File: src/logic/dac_ctrl_pkg.sv
`default_nettype none
package dac_ctrl_pkg;
   // Register map, byte addresses
   localparam logic [7:0] CTRL_OFS = 8'h00;
   localparam logic [7:0] SWT_OFS = 8'h04;
   localparam logic [31:0] CTRL_RESET = 32'h0000_0000;
   localparam logic [31:0] SWT_RESET = 32'h0000_0000;
   // Writable bits of the control register, reserved bits stay zero
   localparam logic [31:0] CTRL_WMASK = 32'h1fff_1fff;
   localparam logic [31:0] SWT_WMASK = 32'h0000_0003;
   // Per-channel field layout, channel one sits one stride higher
   localparam int CH_STRIDE = 16;
   localparam int ON_BIT = 0;
   localparam int BUF_OFF_BIT = 1;
   localparam int TRIG_ON_BIT = 2;
   localparam int SRC_LSB = 3;
   localparam int MODE_LSB = 6;
   localparam int WIDTH_LSB = 8;
   localparam int DMA_BIT = 12;
   // Trigger source codes
   localparam logic [2:0] SRC_EXT_LINE = 3'h6;
   localparam logic [2:0] SRC_SOFT = 3'h7;
   localparam int TIMER_SRC_N = 6;
   // Wave modes
   localparam logic [1:0] WAVE_OFF = 2'h0;
   localparam logic [1:0] WAVE_NOISE = 2'h1;
   localparam logic [3:0] WIDTH_MAX_CODE = 4'hb;
   // Noise register start value and feedback taps
   localparam logic [11:0] LFSR_SEED = 12'haaa;
   localparam logic [11:0] LFSR_TAPS = 12'h829;
endpackage
`default_nettype wire

File: src/logic/chan_if.sv
`timescale 1ns/1ps
`default_nettype none
interface chan_if #(parameter int DATA_W = 12);
   logic on;
   logic trigOn;
   logic [1:0] waveMode;
   logic [3:0] waveWidth;
   logic fire;
   logic [DATA_W-1:0] holdData;
   logic [DATA_W-1:0] outData;
   modport ctrl (output on, trigOn, waveMode, waveWidth, fire, holdData, input outData);
   modport chan (input on, trigOn, waveMode, waveWidth, fire, holdData, output outData);
endinterface
`default_nettype wire

File: src/logic/dac_wave_channel.sv
`timescale 1ns/1ps
`default_nettype none
module dac_wave_channel
   import dac_ctrl_pkg::*;
#(
   parameter int DATA_W = 12
) (
   input wire logic clk,
   input wire logic rstn,
   chan_if.chan bus
);
   logic [DATA_W-1:0] lfsr_r;
   logic [DATA_W-1:0] tri_r;
   logic triUp_r;
   logic [DATA_W-1:0] outData_r;
   logic [DATA_W-1:0] amp;
   logic [DATA_W-1:0] wave;
   logic [DATA_W:0] sum;
   logic update;

   // All-ones mask of n bits, n = code + 1 capped at 12
   function automatic logic [DATA_W-1:0] widthMask(input logic [3:0] code);
      logic [3:0] idx;
      idx = (code >= WIDTH_MAX_CODE) ? WIDTH_MAX_CODE : code;
      return {DATA_W{1'b1}} >> (WIDTH_MAX_CODE - idx);
   endfunction

   assign amp = widthMask(bus.waveWidth);
   // Trigger enabled: copy on the event; disabled: copy every cycle
   assign update = bus.trigOn ? bus.fire : 1'b1;

   always_comb begin
      if (!bus.trigOn || bus.waveMode == WAVE_OFF) begin
         wave = '0;
      end else if (bus.waveMode == WAVE_NOISE) begin
         wave = lfsr_r & amp;
      end else begin
         wave = tri_r;
      end
   end

   assign sum = {1'b0, bus.holdData} + {1'b0, wave};

   // Noise register advances on each taken trigger in noise mode
   always_ff @(posedge clk or negedge rstn) begin
      if (!rstn) begin
         lfsr_r <= LFSR_SEED;
      end else if (!bus.on) begin
         lfsr_r <= LFSR_SEED;
      end else if (bus.fire && bus.waveMode == WAVE_NOISE) begin
         lfsr_r <= {lfsr_r[DATA_W-2:0], ^(lfsr_r & LFSR_TAPS)};
      end
   end

   // Triangle counter between 0 and the amplitude
   always_ff @(posedge clk or negedge rstn) begin
      if (!rstn) begin
         tri_r <= '0;
         triUp_r <= 1'b1;
      end else if (!bus.on) begin
         tri_r <= '0;
         triUp_r <= 1'b1;
      end else if (bus.fire && bus.waveMode[1]) begin
         if (triUp_r) begin
            if (tri_r >= amp) begin
               triUp_r <= 1'b0;
               tri_r <= tri_r - 1'b1;
            end else begin
               tri_r <= tri_r + 1'b1;
            end
         end else begin
            if (tri_r == '0) begin
               triUp_r <= 1'b1;
               tri_r <= tri_r + 1'b1;
            end else begin
               tri_r <= tri_r - 1'b1;
            end
         end
      end
   end

   // Output data, sum saturates at full scale
   always_ff @(posedge clk or negedge rstn) begin
      if (!rstn) begin
         outData_r <= '0;
      end else if (!bus.on) begin
         outData_r <= '0;
      end else if (update) begin
         outData_r <= sum[DATA_W] ? {DATA_W{1'b1}} : sum[DATA_W-1:0];
      end
   end

   assign bus.outData = outData_r;
endmodule
`default_nettype wire

File: src/logic/dac_channel_control_regs.sv
// Contract
// - Control at 0x00, resets zero, word access.
// - Bits 0/16 switch each channel on.
// - Bits 1/17 turn output buffer off.
// - Bits 2/18 enable the channel trigger.
// - Source field used only when trigger enabled.
// - Codes 0-5 timers, 6 line nine, 7 software.
// - Mode 00 off, 01 noise, 1x triangle.
// - Wave mode acts only with trigger enabled.
// - Width code k gives k+1, capped at 12.
// - Noise keeps only low n noise bits.
// - Triangle amplitude is (2<<(n-1))-1.
// - Bits 12/28 enable DMA per channel.
// - Soft trigger at 0x04, bits 0 and 1.
// - Writing one requests trigger, hardware clears it.
// - Copy on trigger event, else copy automatically.
// - Hardware triggers taken on rising edge.
// - DMA request on hardware triggers only.
// - Wave added to holding data for output.
//
// Decided for this implementation: strobed register access.
`timescale 1ns/1ps
`default_nettype none
module dac_channel_control_regs
   import dac_ctrl_pkg::*;
#(
   parameter int ADDR_W = 8,
   parameter int DATA_W = 12
) (
   input wire logic clk,
   input wire logic rstn,
   input wire logic [ADDR_W-1:0] regAddr,
   input wire logic [31:0] regWrData,
   input wire logic regWr,
   input wire logic regRd,
   output logic [31:0] regRdData,
   input wire logic [TIMER_SRC_N-1:0] timerTriggerOutput,
   input wire logic externalInterruptLine,
   input wire logic [DATA_W-1:0] holdingData0,
   input wire logic [DATA_W-1:0] holdingData1,
   output logic [DATA_W-1:0] converterChannelZero,
   output logic [DATA_W-1:0] converterChannelOne,
   output logic [1:0] chanOn,
   output logic [1:0] chanBufferOff,
   output logic [1:0] dmaReq
);
   localparam int TRIG_N = TIMER_SRC_N + 1;

   logic [31:0] ctrl_r;
   logic [1:0] softTrig_r;
   logic [31:0] rdData_r;
   logic [1:0] dmaReq_r;
   logic [TRIG_N-1:0] syncA_r;
   logic [TRIG_N-1:0] syncB_r;
   logic [TRIG_N-1:0] syncC_r;
   logic [TRIG_N-1:0] trigEdge;
   logic [1:0] hwFire;
   logic [1:0] swFire;
   logic ctrlSel;
   logic swtSel;

   chan_if #(.DATA_W(DATA_W)) chanBus[2] ();

   // Hardware event on the selected source, none for the software code
   function automatic logic pickHw(input logic [2:0] src, input logic [TRIG_N-1:0] edges);
      logic hit;
      hit = 1'b0;
      for (int i = 0; i < TRIG_N; i++) begin
         if (src == 3'(i)) begin
            hit = edges[i];
         end
      end
      return hit;
   endfunction

   assign ctrlSel = (regAddr == ADDR_W'(CTRL_OFS));
   assign swtSel = (regAddr == ADDR_W'(SWT_OFS));

   // Control register, reserved bits held at zero
   always_ff @(posedge clk or negedge rstn) begin
      if (!rstn) begin
         ctrl_r <= CTRL_RESET;
      end else if (regWr && ctrlSel) begin
         ctrl_r <= regWrData & CTRL_WMASK;
      end
   end

   // Software trigger bits: set by a written one, set beats clear
   always_ff @(posedge clk or negedge rstn) begin
      if (!rstn) begin
         softTrig_r <= SWT_RESET[1:0];
      end else begin
         for (int c = 0; c < 2; c++) begin
            if (regWr && swtSel && regWrData[c]) begin
               softTrig_r[c] <= 1'b1;
            end else if (softTrig_r[c]) begin
               softTrig_r[c] <= 1'b0;
            end
         end
      end
   end

   // Read data stand for one cycle only
   always_ff @(posedge clk or negedge rstn) begin
      if (!rstn) begin
         rdData_r <= '0;
      end else if (regRd && ctrlSel) begin
         rdData_r <= ctrl_r;
      end else if (regRd && swtSel) begin
         rdData_r <= {30'h0, softTrig_r};
      end else begin
         rdData_r <= '0;
      end
   end

   // Trigger inputs through two flops, edge on the settled pair
   always_ff @(posedge clk or negedge rstn) begin
      if (!rstn) begin
         syncA_r <= '0;
         syncB_r <= '0;
         syncC_r <= '0;
      end else begin
         syncA_r <= {externalInterruptLine, timerTriggerOutput};
         syncB_r <= syncA_r;
         syncC_r <= syncB_r;
      end
   end

   assign trigEdge = syncB_r & ~syncC_r;

   for (genvar ch = 0; ch < 2; ch++) begin : g_chan
      localparam int B = CH_STRIDE * ch;
      logic trigOn;
      logic [2:0] src;

      assign trigOn = ctrl_r[B + TRIG_ON_BIT];
      assign src = ctrl_r[B + SRC_LSB +: 3];
      assign hwFire[ch] = trigOn && pickHw(src, trigEdge);
      assign swFire[ch] = trigOn && src == SRC_SOFT && softTrig_r[ch];

      assign chanBus[ch].on = ctrl_r[B + ON_BIT];
      assign chanBus[ch].trigOn = trigOn;
      assign chanBus[ch].waveMode = ctrl_r[B + MODE_LSB +: 2];
      assign chanBus[ch].waveWidth = ctrl_r[B + WIDTH_LSB +: 4];
      assign chanBus[ch].fire = hwFire[ch] || swFire[ch];
      assign chanBus[ch].holdData = (ch == 0) ? holdingData0 : holdingData1;

      assign chanOn[ch] = ctrl_r[B + ON_BIT];
      assign chanBufferOff[ch] = ctrl_r[B + BUF_OFF_BIT];

      dac_wave_channel #(.DATA_W(DATA_W)) u_chan (
         .clk(clk),
         .rstn(rstn),
         .bus(chanBus[ch])
      );
   end

   // One-cycle DMA pulse per hardware trigger
   always_ff @(posedge clk or negedge rstn) begin
      if (!rstn) begin
         dmaReq_r <= '0;
      end else begin
         for (int c = 0; c < 2; c++) begin
            dmaReq_r[c] <= hwFire[c] && ctrl_r[CH_STRIDE * c + DMA_BIT];
         end
      end
   end

   assign regRdData = rdData_r;
   assign dmaReq = dmaReq_r;
   assign converterChannelZero = chanBus[0].outData;
   assign converterChannelOne = chanBus[1].outData;
endmodule
`default_nettype wire

File: config.mk
export PLATFORM = sky130hd
export DESIGN_NAME = dac_channel_control_regs
export DESIGN_NICKNAME = d
export VERILOG_FILES = /design/src/logic/dac_ctrl_pkg.sv /design/src/logic/chan_if.sv /design/src/logic/dac_wave_channel.sv /design/src/logic/dac_channel_control_regs.sv
export SDC_FILE = /design/constraint.sdc
export NUM_CORES = 1
export LEC_CHECK = 0
export BUFFER_PORTS_ARGS = -buffer_cell sky130_fd_sc_hd__buf_2
export CORE_ASPECT_RATIO = 1.1
export CORE_MARGIN = 8
export CORE_UTILIZATION = 60
export DETAILED_ROUTE_END_ITERATION = 10
export PLACE_DENSITY = 0.83
export SETUP_SLACK_MARGIN = 0.1
export SLEW_MARGIN = 20
export SYNTH_ARGS = -nofsm -noshare
export SYNTH_HDL_FRONTEND = slang
export SYNTH_SLANG_ARGS = --single-unit
export TNS_END_PERCENT = 100
File: constraint.sdc
create_clock -name clk -period 7.54 [get_ports clk]
set_input_delay 1.508 -clock clk [delete_from_list [all_inputs] [get_ports clk]]
set_output_delay 1.508 -clock clk [all_outputs]
set_load 0.005 [all_outputs]
* Word-level counts from Yosys, hierarchy flattened
Cells that the tools add are included.
Storage, ports and cells: register bits 157, bits in latches 0, memory bits (writable) 0, memory bits (read-only) 0, bits of input ports 75, output and inout bits 62, word-level logic and storage cells 145, memories 0
Cells by class: add/subtract/negate cells 8, $mul 0, divide/modulo/power cells 0, $lt $le $gt $ge 4, equal/unequal tests 23, shift-type cells 2, mux-type cells 56, bitwise gates (word level) 4, reduce and logical (&&, ||, !) cells 33
Operators with widths (number):
- two-way mux 12 bit | 24
- two-way mux 29 bit | 1
- two-way mux 1 bit | 28
- adder 12 x 12 -> 13 bit | 2
- adder 12 x 1 -> 12 bit (second input constant) | 2
- bitwise AND 12 bit | 2
- == test 3 bit (second input constant) | 8
- greater-or-equal comparator 12 bit | 2
- zero test 12 bit | 2
- XOR reduction 12 bit | 2
- right shift 12 x 4 -> 12 bit (first input constant) | 2
- subtractor 12 x 1 -> 12 bit (second input constant) | 2
- logical AND 1 bit | 18
- == test 3 x 2 -> 1 bit (second input constant) | 4
- inequality test 2 x 1 -> 1 bit (second input constant) | 6
- == test 8 x 3 -> 1 bit (second input constant) | 1
- greater-or-equal comparator 4 bit (second input constant) | 2
- zero test 8 bit | 1
- two-way mux 4 bit | 2
- subtractor 4 bit (first input constant) | 2
- bitwise AND 7 bit | 1
- NOT 7 bit | 1
- == test 3 x 1 -> 1 bit (second input constant) | 2
- zero test 3 bit | 2
- other kinds (5) | 11

* Depth between registers and ports, before layout
Gate-level depths: netlist (run 1).
word-level depth 14, depth in mapped cells 15, depth with buffers taken out 12

* Modules after synthesis
From an unflattened synthesis (run 1), not the netlist that was laid out.
Unflattened totals: cell total of the unflattened synthesis 948, area total of the unflattened synthesis 9210.1 um^2
Modules (own cells, without submodules):
- dac_wave_channel (g_chan[1].u_chan) | instances 1, cells each 391, area an instance 3183.1 um^2, seq. area each 934.6 um^2
- dac_wave_channel (g_chan[0].u_chan) | instances 1, cells each 361, area an instance 3123.0 um^2, seq. area each 934.6 um^2
- dac_channel_control_regs | instances 1, cells each 196, area an instance 2904.0 um^2, seq. area each 1926.8 um^2

* Worst setup path after synthesis (run 1)
OpenSTA, ideal clock, no wires.
path kind input to register, from input holdingData0[0], to register g_chan[0].u_chan.outData_r[3], library setup time 0.136 ns, arrival time 3.726 ns, required time 7.404 ns, slack 3.678 ns, stages 10, path through ha_1 fa_1 a211o_1 a2111oi_0 o31ai_1 a21o_1 a21o_1 clkbuf_1 o21ai_0 o21ai_0
Between the ends: word-level cells in the longest chain between the ends 4
Ends and longest elaborated chain:
- start: declaration | RTL line dac_channel_control_regs.sv:39 | input wire logic [DATA_W-1:0] holdingData0,
- adder 12 x 12 -> 13 bit | RTL line dac_wave_channel.sv:42 | assign sum = {1'b0, bus.holdData} + {1'b0, wave};
- two-way mux 12 bit | RTL line dac_wave_channel.sv:89 | outData_r <= sum[DATA_W] ? {DATA_W{1'b1}} : sum[DATA_W-1:0];
- two-way mux 12 bit | RTL line dac_wave_channel.sv:88 | end else if (update) begin
- two-way mux 12 bit | RTL line dac_wave_channel.sv:86 | end else if (!bus.on) begin
- end signal: assignment | RTL line dac_wave_channel.sv:89
- end: declaration | RTL line dac_wave_channel.sv:15 | logic [DATA_W-1:0] outData_r;
No other way between the ends. The select of a mux whose other input is x is not followed. A chain may end at the register's enable or synchronous reset.

* Worst setup path in the final report (run 1)
from register ctrl_r[7], to register g_chan[0].u_chan.outData_r[3]
Between the ends: word-level cells in the longest chain between the ends 7, elaborated cells on any way between the ends 9
Ends and longest elaborated chain:
- start: declaration | RTL line dac_channel_control_regs.sv:49 | logic [31:0] ctrl_r;
- start signal: assignment | RTL line dac_channel_control_regs.sv:84 | ctrl_r <= regWrData & CTRL_WMASK;
- == test 2 x 1 -> 1 bit or zero test 2 bit (tied branches) | RTL line dac_wave_channel.sv:35, dac_wave_channel.sv:33
- two-way mux 12 bit or logical OR 1 bit (tied branches) | RTL line dac_wave_channel.sv:35, dac_wave_channel.sv:33
- two-way mux 12 bit * | RTL line dac_wave_channel.sv:33 | if (!bus.trigOn || bus.waveMode == WAVE_OFF) begin
- adder 12 x 12 -> 13 bit * | RTL line dac_wave_channel.sv:42
- two-way mux 12 bit * | RTL line dac_wave_channel.sv:89
- two-way mux 12 bit * | RTL line dac_wave_channel.sv:88
- two-way mux 12 bit * | RTL line dac_wave_channel.sv:86
Every way passes the cells marked *; elsewhere a longest branch is shown, timed or not. The select of a mux whose other input is x is not followed.

==> parameters.txt, run 1 <==
Parameter                              Value

STA
  Tightest hold margin ... 0.350 ns
  Total negative slack ... 0 ns
  Slew at the pin closest to its max-slew limit ... 0.968 ns
  Max-slew violation total from the final report ... 0
  Final setup fails ... 0
  Final Cycle Share ... 52.5%
  Post-route minimum period ... 3.96 ns
  Maximum achievable frequency ... 253 MHz
  Total count of hold-check failures in the final report ... 0
  Final worst clock skew ... 0.00990 ns
  Setup repair after global routing missed its margin ... false
  Headroom to the max-slew limit ... 35.2%
  Post-layout worst setup margin ... 3.58 ns

Cells and area
  Count of nets after finishing ... 1196
  Filler Cells Inserted ... 1158
  Synthesis-to-finish area growth ... 13.1%
  Share of layout cells above drive strength 1 ... 21.7%

Setup path
  Crit start category ... flop
  Cell-by-cell listing of the critical path ... nor2b_1, nand3b_1, a21boi_0, ha_1, a211o_1, a2111oi_0, o31ai_1, a21o_1, a21o_1, o21ai_0, o21ai_0
  Endpoint required time on the critical path ... 7.84 ns
  Critical-path maximum fanout ... 18
  Setup crit end kind ... flop
  Critical Setup Path Class ... reg -> reg
  Critical path data arrival time ... 4.26 ns
  Slowest cell delay on critical path ... 0.70 ns
  Slowest CP cell ... sky130_fd_sc_hd__nor2b_1

Synthesis
  Most frequent cell after synthesis ... sky130_fd_sc_hd__dfrtp_1
  Primary flip-flop cell chosen by synthesis mapping ... sky130_fd_sc_hd__dfrtp_1
  Library cells used by synthesis ... 80
  Ys async rst share ... 100%
  Post-synthesis instance area ... 9280 sq um
  Total number of yosys warnings ... 0
  Post-Synthesis Mean Instance Area ... 9.58 sq um
  Sequential area share after synthesis ... 40.9%
  Count of flip-flops with a built-in enable after synthesis ... 0
  Fraction of synthesized cell area taken by the top area cell type ... 36.9%
  Post-synthesis sequential element count ... 151
  Most frequent cells after synthesis ... sky130_fd_sc_hd__dfrtp_1, sky130_fd_sc_hd__nand2_1, sky130_fd_sc_hd__nor2_1
  Post-synthesis cell type with the largest combined area ... sky130_fd_sc_hd__dfrtp_1
  Cell types occupying the most area after synthesis ... sky130_fd_sc_hd__dfrtp_1, sky130_fd_sc_hd__ha_1, sky130_fd_sc_hd__mux2i_1
  Count of mapped cells out of synthesis ... 969

Floorplanning
  Top-level I/O count ... 137
  Die Footprint ... 19700 sq um
  Height of the chip ... 146 um
  Number of core rows ... 47
  Die Span X ... 135 um
  Core ar. ... 15100 sq um
  Starting density of the core ... 61.4%

Routing
  Iter 0 DRT Violations ... 700
  Via count normalized by instance count ... 6.01
  Pre-antenna DRT Iters ... 7
  Routed Wire Length ... 23400 um
  Routed vias ... 7666
  Remaining routing DRC violations ... 0
  Avg WL per Cell ... 18.4 um
  Remaining antenna violation count after routing ... 0

Pwr
  Total design power ... 1890 uW
  Clock power frac ... 44.8%
  Sw frac ... 28.2%
  Power per unit of standard cell area ... 180 nW/um^2
  Switching power total ... 533 uW
  Leakage ... 0.00494 uW
  VDD IR max ... 154 uV
  Combinational share of power ... 10.4%
  Part of the power in registers ... 44.7%
  Internal power ... 1360 uW

Placement
  Setup slack at placement ... 3.31 ns
  Routability-driven placement congestion ratio ... 0.909
  PortBufs ... 124
  Half-perimeter wire length after placement ... 17200 um

Global routing
  Pin count of the biggest net entering global routing ... 84
  GRT overflow ... 0
  Antenna violations before repair ... 0
  Wire length of the first global-routing pass ... 38600 um
  GRT Util Overall ... 24.4%
  Via count of the first global-routing pass ... 7743

Worst hold path
  Worst hold-check path type ... reg -> reg

CTS
  H-tree lvl count ... 4
  Clock slew at the register clock pins of the worst setup and hold paths ... 0.07 ns
  Postcts setup bufs ... 0
  TritonCTS clock tree ... yes
  Worst-skew pair later-pin latency ... 0.44 ns
  Number of hold-repair buffers added at the cts stage ... 0
  Root Driver ... sky130_fd_sc_hd__clkbuf_16
  CTS-repair resized insts ... 0
  Number of sinks driven by the clock tree ... 151
  Maximum buffer depth of the clock tree ... 2
  Total clock buffers created by CTS ... 17

Run
  # Max-Cap Violations ... 0

Status
  Result of the run ... complete, no violations
[per-layer routing]
metal / part of all wire, % / GRT usage (%) / vias to the layer above
li1: - / - / 3678
met1: 42 / 29.6 / 3678
met2: 49 / 40.4 / 262
met3: 6.0 / 5.66 / 48
met4: 3.2 / 10.7 / 0
met5: 0 / 0 / -
[power groups by stage]
| stage | Sequential [uW] | Clock (uW) | Combinational (uW) |
|---|---|---|---|
| 4_1_cts | 845 | 860 | 196 |
| 3_5_place_dp | 860 | 0 | 195 |
| 2_1_floorplan | 850 | 0 | 136 |
| 3_3_place_gp | 859 | 0 | 192 |
| 5_1_grt | 848 | 887 | 219 |
| 6_report | 845 | 847 | 197 |
[critical path: cells and delay by family (launching register included)]
family / cells / cell delay [ns]
flip-flops: 1 / 0.56
adder cells (fa/ha/maj): 1 / 0.33
AO/OA/AOI/OAI: 8 / 2.07
AND/OR/NAND/NOR: 2 / 0.86
[state kept, by name, indices dropped and copies added, names as in the netlist]
signal,count
dmaReq,2
g_chan.u_chan.lfsr_r,24
syncC_r,7
syncB_r,7
g_chan.u_chan.tri_r,24
syncA_r,7
g_chan.u_chan.bus.outData,24
g_chan.u_chan.triUp_r,2
regRdData,26
softTrig_r,2
ctrl_r,26
[placed cells by master, fill, tap and decap left out, types with 13 or more instances in the layout]
master                        n
sky130_fd_sc_hd__nor2_1      78
sky130_fd_sc_hd__o21ai_0     62
sky130_fd_sc_hd__nor3_1      25
sky130_fd_sc_hd__buf_2      123
sky130_fd_sc_hd__nand2b_1    18
sky130_fd_sc_hd__nand3_1     27
sky130_fd_sc_hd__a21oi_1     28
sky130_fd_sc_hd__dfrtp_1    137
sky130_fd_sc_hd__ha_1        54
sky130_fd_sc_hd__inv_1       20
sky130_fd_sc_hd__and2_1      32
sky130_fd_sc_hd__mux2_2      30
sky130_fd_sc_hd__o21a_1      15
sky130_fd_sc_hd__dfstp_2     14
sky130_fd_sc_hd__mux2i_1     38
sky130_fd_sc_hd__nand2_1     98
sky130_fd_sc_hd__nor2b_1     16
sky130_fd_sc_hd__xnor2_1     19
sky130_fd_sc_hd__clkbuf_16   17
sky130_fd_sc_hd__a211oi_1    13
[cells by family after synthesis]
group / synth area share, %
AO/OA/AOI/OAI: 16.0
XOR/XNOR: 2.55
adder cells (fa/ha/maj): 7.71
buffers and inverters: 4.41
flip-flops: 40.9
multiplexers: 8.41
other: 0.0809
AND/OR/NAND/NOR: 19.9
[area by class of cell]
type	count	area [sq um]	share of cell area, %
Multi-Input combinational cell	744	5100	48.6
Sequential cell	151	3800	36.2
Timing Repair Buffer	130	676	6.43
Clock buffer	17	425	4.05
Tap cell	196	245	2.34
Clock inverter	15	176	1.68
Inverter	21	78.8	0.751
Antenna cell	1	2.50	0.0238
[worst paths after layout]
path | start | to | slack [ns] | depth (start not counted)
min in group asynchronous | rstn | g_chan[1].u_chan.lfsr_r[4] | 1.06 | 1
min | syncA_r[1] | syncB_r[1] | 0.35 | 0
max reg2reg | ctrl_r[7] | g_chan[0].u_chan.bus.outData[3] | 3.58 | 11
min reg2reg | syncA_r[1] | syncB_r[1] | 0.35 | 0
max | ctrl_r[7] | g_chan[0].u_chan.bus.outData[3] | 3.58 | 11
max in group asynchronous | rstn | g_chan[0].u_chan.tri_r[4] | 5.32 | 2
[per-stage QoR]
stage	area [sq um]	cells	utilization, %
2_1_floorplan	9300	975	-
3_3_place_gp	9890	1242	65.4
3_5_place_dp	9890	1242	65.5
4_1_cts	10500	1274	69.4
5_1_grt	10500	1274	69.5
6_report	10500	1275	69.5
Power figures use the tool's default switching activity.
==> run 2, diff against run 1 <==
Settings changed: CORE_UTILIZATION 60 to 58, PLACE_DENSITY 0.83 to 0.81.
Clock period 7.54 ns to 3.8 ns, I/O delays scaled along.
==> parameters.txt, run 2 (synthesis gave the netlist of run 1 again) <==
Parameter                              Value

Status
  Result of the run ... complete, no violations (unchanged)

Global routing
  Global Route met1 Usage ... 28.5% (was 29.6%)
  GRT overflow ... 0 (unchanged)
  Global Route met3 Usage ... 4.99% (was 5.66%)
  Grt peak-use layer ... met2 (unchanged)
  GR Layer Usage met2 ... 39.3% (was 40.4%)
  Via count of the first global-routing pass ... 7760 (was 7743)
  Pin count of the biggest net entering global routing ... 102 (was 84)
  Wire length of the first global-routing pass ... 38300 um (was 38600 um)
  GRT Util Overall ... 23.6% (was 24.4%)
  Antenna violations before repair ... 0 (unchanged)

CTS
  Number of hold-repair buffers added at the cts stage ... 0 (unchanged)
  Clock slew at the register clock pins of the worst setup and hold paths ... 0.07 ns (about the same)
  CTS-repair resized insts ... 0 (unchanged)
  H-tree lvl count ... 4 (unchanged)
  Root Driver ... sky130_fd_sc_hd__clkbuf_16 (unchanged)
  Number of sinks driven by the clock tree ... 151 (unchanged)
  Maximum buffer depth of the clock tree ... 2 (unchanged)
  Postcts setup bufs ... 0 (unchanged)
  Total clock buffers created by CTS ... 17 (unchanged)
  Worst-skew pair later-pin latency ... 0.44 ns (about the same)
  TritonCTS clock tree ... yes (unchanged)

Cells and area
  Count of nets after finishing ... 1214 (was 1196)
  Leading cell type in the layout, fill and taps excluded ... sky130_fd_sc_hd__dfrtp_1 (unchanged)
  Final standard cell count with taps included and fillers excluded ... 1296 (was 1275)
  Final core occ ... 68.1% (was 69.5%)
  Ant diodes ... 0 (was 1)
  Synthesis-to-finish area growth ... 15.0% (was 13.1%)
  Commonest non-fill, non-tap cells in the layout ... sky130_fd_sc_hd__dfrtp_1, sky130_fd_sc_hd__buf_2, sky130_fd_sc_hd__nand2_1 (unchanged)
  Share of layout cells above drive strength 1 ... 22.9% (was 21.7%)

Floorplanning
  Starting density of the core ... 59.2% (was 61.4%)
  Core ar. ... 15700 sq um (was 15100 sq um)
  Die Footprint ... 20300 sq um (was 19700 sq um)
  Number of core rows ... 48 (was 47)
  Top-level I/O count ... 137 (unchanged)
  Die Span X ... 137 um (was 135 um)
  Height of the chip ... 149 um (was 146 um)

Placement
  PortBufs ... 124 (unchanged)
  Setup slack at placement ... 0.332 ns (was 3.31 ns)
  Half-perimeter wire length after placement ... 17300 um (was 17200 um)
  Routability-driven placement congestion ratio ... 0.941 (was 0.909)
  Cell count after placement ... 1264 (was 1242)

Routing
  Routed vias ... 7683 (was 7666)
  Pre-antenna DRT Iters ... 5 (was 7)
  Via count normalized by instance count ... 5.93 (was 6.01)
  Remaining antenna violation count after routing ... 0 (unchanged)
  Routed Wire Length ... 23600 um (was 23400 um)
  Avg WL per Cell ... 18.2 um (was 18.4 um)
  Remaining routing DRC violations ... 0 (unchanged)
  Iter 0 DRT Violations ... 536 (was 700)

Pwr
  Sw frac ... 26.9% (was 28.2%)
  Part of the power in registers ... 42.7% (was 44.7%)
  Leakage ... 0.00507 uW (was 0.00494 uW)
  Switching power total ... 1050 uW (was 533 uW)
  Combinational share of power ... 10.9% (was 10.4%)
  Clock power frac ... 46.4% (was 44.8%)
  Internal power ... 2860 uW (was 1360 uW)
  Power per unit of standard cell area ... 366 nW/um^2 (was 180 nW/um^2)
  VDD IR max ... 347 uV (was 154 uV)

Setup path
  Critical-path maximum fanout ... 10 (was 18)
  Critical path data arrival time ... 3.83 ns (was 4.26 ns)
  Setup crit end kind ... flop (unchanged)
  Slowest CP cell ... sky130_fd_sc_hd__nor4_1 (was sky130_fd_sc_hd__nor2b_1)
  Most used cell along the critical path ... sky130_fd_sc_hd__a21o_1
  Cell-by-cell listing of the critical path ... nor4_1, a2bb2oi_1, nor2b_1, fa_1, a211o_1, a2111oi_0, o31ai_1, a21o_1, a21o_1, nor3_1, nor2_1 (was nor2b_1, nand3b_1, a21boi_0, ha_1, a211o_1, a2111oi_0, o31ai_1, a21o_1, a21o_1, o21ai_0, o21ai_0)
  Crit start category ... flop (unchanged)
  Setup slack, reg-to-reg ... 0.29 ns (was 3.58 ns)
  Endpoint required time on the critical path ... 4.12 ns (was 7.84 ns)
  Slowest cell delay on critical path ... 0.49 ns (was 0.70 ns)
  Critical Setup Path Class ... reg -> reg (unchanged)

STA
  Total negative slack ... 0 ns (unchanged)
  Post-layout worst setup margin ... 0.289 ns (was 3.58 ns)
  Final Cycle Share ... 92.4% (was 52.5%)
  Max-slew violation total from the final report ... 0 (unchanged)
  Maximum achievable frequency ... 285 MHz (was 253 MHz)
  Slew at the pin closest to its max-slew limit ... 0.930 ns (was 0.968 ns)
  Post-route minimum period ... 3.51 ns (was 3.96 ns)
  Total count of hold-check failures in the final report ... 0 (unchanged)
  Final worst clock skew ... 0.0106 ns (was 0.00990 ns)
  Setup repair after global routing missed its margin ... false (unchanged)
  Tightest hold margin ... 0.350 ns (about the same)
  Final setup fails ... 0 (unchanged)
  Headroom to the max-slew limit ... 38.0% (was 35.2%)

Worst hold path
  Worst hold-check path type ... reg -> reg (unchanged)

Run
  # Max-Cap Violations ... 0 (unchanged)
run 2: path summary, 6_finish.rpt:
path,to,from,depth (start not counted)
setup / recovery,g_chan[0].u_chan.bus.outData[6],ctrl_r[11],11
hold / removal,syncB_r[0],syncA_r[0],0
setup reg to reg,g_chan[0].u_chan.bus.outData[6],ctrl_r[11],11
hold reg to reg,syncB_r[0],syncA_r[0],0
max in group asynchronous,g_chan[1].u_chan.lfsr_r[3],rstn,2
min in group asynchronous,g_chan[0].u_chan.bus.outData[5],rstn,1
run 2: area by class of cell:
cell class                 instances  area [sq um]
multi-input combinational        744          5100
fill                            1250          5000
sequential                       151          3800
timing repair buffer             148           820
clock buffer                      18           439
tap                              200           250
clock inverter                    14           195
inverter                          21          78.8
run 2: power groups by stage:
stage                     clock (uW)  combinational, uW  sequential (uW)
after floorplan                    0                271             1690
after global placement             0                412             1690
after detailed placement           0                420             1700
after CTS                       1840                424             1670
after global routing            1910                469             1670
final                           1810                424             1670
run 2: layer usage:
| layer | part of all wire [%] | routed length (um) |
|---|---|---|
| met4 | 3.2 | 765 |
| met3 | 5.0 | 1180 |
| met2 | 50 | 11700 |
| met1 | 42 | 9910 |
| met5 | 0 | 0 |
run 2: metrics by stage:
step	instance area (sq um)	total power, uW
6_report	10700	3900
5_1_grt	10700	4050
4_1_cts	10700	3940
3_5_place_dp	10000	2120
3_3_place_gp	10000	2110
2_1_floorplan	9300	1960
run 2: worst max-delay path, delay by kind of cell, from the launching register on:
family	cells	cell delay, ns
AOI/OAI and AO/OA	6	1.70
adders and majority gates	1	0.45
and+or+nand+nor	4	0.87
DFF	1	0.39
==> run 3, diff against run 2 <==
Settings changed: CORE_UTILIZATION 58 to 40, PLACE_DENSITY 0.81 to default.
==> parameters.txt, run 3 (synthesis gave the netlist of run 1 again) <==
Parameter                              Value

Setup path
  Setup slack, reg-to-reg ... 0.43 ns (was 0.29 ns)
  Setup crit end kind ... flop (unchanged)
  Critical-path maximum fanout ... 10 (unchanged)
  Critical Setup Path Class ... reg -> reg (unchanged)
  Critical path data arrival time ... 3.70 ns (was 3.83 ns)
  Crit start category ... flop (unchanged)
  Endpoint required time on the critical path ... 4.13 ns (was 4.12 ns)

Cells and area
  Area taken by flip-flops and latches ... 3800 sq um (unchanged)
  Ant diodes ... 0 (unchanged)
  Count of nets after finishing ... 1219 (was 1214)
  Synthesis-to-finish area growth ... 16.5% (was 15.0%)
  Final core occ ... 47.3% (was 68.1%)
  Commonest non-fill, non-tap cells in the layout ... sky130_fd_sc_hd__dfrtp_1, sky130_fd_sc_hd__buf_2, sky130_fd_sc_hd__nand2_1 (unchanged)
  Filler Cells Inserted ... 2165 (was 1250)
  Leading cell type in the layout, fill and taps excluded ... sky130_fd_sc_hd__dfrtp_1 (unchanged)
  Share of layout cells above drive strength 1 ... 23.6% (was 22.9%)
  Final standard cell count with taps included and fillers excluded ... 1400 (was 1296)
  Final design instance area without fill ... 10800 sq um (was 10700 sq um)
  Multi-input combinational cell area ... 5120 sq um (was 5100 sq um)

Floorplanning
  Core ar. ... 22900 sq um (was 15700 sq um)
  Top-level I/O count ... 137 (unchanged)
  Die Footprint ... 28300 sq um (was 20300 sq um)
  Height of the chip ... 176 um (was 149 um)
  Number of core rows ... 58 (was 48)
  Die Span X ... 161 um (was 137 um)
  Starting density of the core ... 40.6% (was 59.2%)

STA
  Max-slew violation total from the final report ... 0 (unchanged)
  Final worst clock skew ... 0.0192 ns (was 0.0106 ns)
  Final setup fails ... 0 (unchanged)
  Slew at the pin closest to its max-slew limit ... 0.865 ns (was 0.930 ns)
  Final Cycle Share ... 88.8% (was 92.4%)
  Total count of hold-check failures in the final report ... 0 (unchanged)
  Setup repair after global routing missed its margin ... false (unchanged)
  Total negative slack ... 0 ns (unchanged)
  Headroom to the max-slew limit ... 42.4% (was 38.0%)
  Post-route minimum period ... 3.37 ns (was 3.51 ns)
  Maximum achievable frequency ... 296 MHz (was 285 MHz)

CTS
  Root Driver ... sky130_fd_sc_hd__clkbuf_16 (unchanged)
  CTS-repair resized insts ... 0 (unchanged)
  Number of hold-repair buffers added at the cts stage ... 0 (unchanged)
  Maximum buffer depth of the clock tree ... 2 (unchanged)
  H-tree lvl count ... 4 (unchanged)
  Postcts setup bufs ... 0 (unchanged)
  Total clock buffers created by CTS ... 17 (unchanged)
  TritonCTS clock tree ... yes (unchanged)
  Number of sinks driven by the clock tree ... 151 (unchanged)
  Worst-skew pair later-pin latency ... 0.44 ns (about the same)
  Clock slew at the register clock pins of the worst setup and hold paths ... 0.08 ns (was 0.07 ns)

Routing
  Via count normalized by instance count ... 5.41 (was 5.93)
  Remaining routing DRC violations ... 0 (unchanged)
  Avg WL per Cell ... 17.9 um (was 18.2 um)
  Pre-antenna DRT Iters ... 5 (unchanged)
  Routed vias ... 7580 (was 7683)
  Remaining antenna violation count after routing ... 0 (unchanged)
  Routed Wire Length ... 25000 um (was 23600 um)
  Iter 0 DRT Violations ... 467 (was 536)

Global routing
  Pin count of the biggest net entering global routing ... 93 (was 102)
  GRT overflow ... 0 (unchanged)
  Antenna violations before repair ... 1 (was 0)
  GRT Util Overall ... 17.7% (was 23.6%)
  Wire length of the first global-routing pass ... 40600 um (was 38300 um)
  Via count of the first global-routing pass ... 7665 (was 7760)

Pwr
  Switching power total ... 1060 uW (was 1050 uW)
  Sw frac ... 27.7% (was 26.9%)
  Power per unit of standard cell area ... 353 nW/um^2 (was 366 nW/um^2)
  Internal power ... 2760 uW (was 2860 uW)
  Part of the power in registers ... 43.6% (was 42.7%)
  Total design power ... 3820 uW (was 3900 uW)
  VDD IR max ... 336 uV (was 347 uV)
  Combinational share of power ... 11.4% (was 10.9%)
  Clock power frac ... 45.0% (was 46.4%)
  Leakage ... 0.00507 uW (about the same)

Status
  Result of the run ... complete, no violations (unchanged)

Run
  # Max-Cap Violations ... 0 (unchanged)

Placement
  Half-perimeter wire length after placement ... 18500 um (was 17300 um)
  Post-detailed-placement cell area ... 10200 sq um (was 10000 sq um)
  Cell count after placement ... 1369 (was 1264)
  Routability-driven placement congestion ratio ... 0.869 (was 0.941)
  PortBufs ... 124 (unchanged)

Worst hold path
  Worst hold-check path type ... in -> async (was reg -> reg)
run 3: worst max-delay path, stage by stage, from the launching register on:
cell                        delay (ns)
sky130_fd_sc_hd__dfrtp_1          0.43
sky130_fd_sc_hd__nor2b_2          0.23
sky130_fd_sc_hd__a22oi_1          0.19
sky130_fd_sc_hd__nor2b_1          0.08
sky130_fd_sc_hd__ha_1             0.22
sky130_fd_sc_hd__fa_1             0.43
sky130_fd_sc_hd__a211o_1          0.36
sky130_fd_sc_hd__a2111oi_2        0.37
sky130_fd_sc_hd__o31ai_2          0.17
sky130_fd_sc_hd__a21o_1           0.20
sky130_fd_sc_hd__a21o_1           0.29
sky130_fd_sc_hd__nor3_1           0.22
sky130_fd_sc_hd__nor2_1           0.07
run 3: layout make-up:
type / count / share of cell area, %
inverters: 21 / 0.729
clock inverters: 14 / 1.50
multi-input cells: 744 / 47.3
clock buffers: 17 / 3.93
repair buffers: 153 / 7.92
well taps: 300 / 3.47
flip-flops and latches: 151 / 35.1
run 3: worst paths after layout:
check,startpoint,endpoint,cells after the start
worst max register to register,ctrl_r[6],g_chan[0].u_chan.bus.outData[6],12
worst max-delay path,ctrl_r[6],g_chan[0].u_chan.bus.outData[6],12
worst min-delay path,rstn,ctrl_r[9],1
min in group clk,syncA_r[6],syncB_r[6],0
max in group asynchronous,rstn,g_chan[1].u_chan.bus.outData[10],2
worst min register to register,syncA_r[6],syncB_r[6],0
run 3: metrics by stage:
step	setup WS [ns]	hold slack, ns
2_1_floorplan	0.443	0.331
3_3_place_gp	0.329	0.334
3_5_place_dp	0.301	0.336
4_1_cts	0.257	0.348
5_1_grt	0.116	0.361
6_report	0.427	0.323
run 3: metal layers:
layer / routed length [um] / vias to the layer above / track usage, %
met3: 1310 / 42 / 4.07
met1: 10800 / 3661 / 21.5
met4: 559 / 2 / 6.18
met2: 12300 / 167 / 30.4
li1: - / 3708 / -
met5: 11 / - / 0
run 3: power by group through the flow:
stage | registers (uW) | logic, uW | clock network [uW]
2_1_floorplan | 1690 | 271 | 0
3_3_place_gp | 1690 | 427 | 0
3_5_place_dp | 1700 | 433 | 0
4_1_cts | 1670 | 435 | 1750
5_1_grt | 1670 | 484 | 1810
6_report | 1670 | 434 | 1720
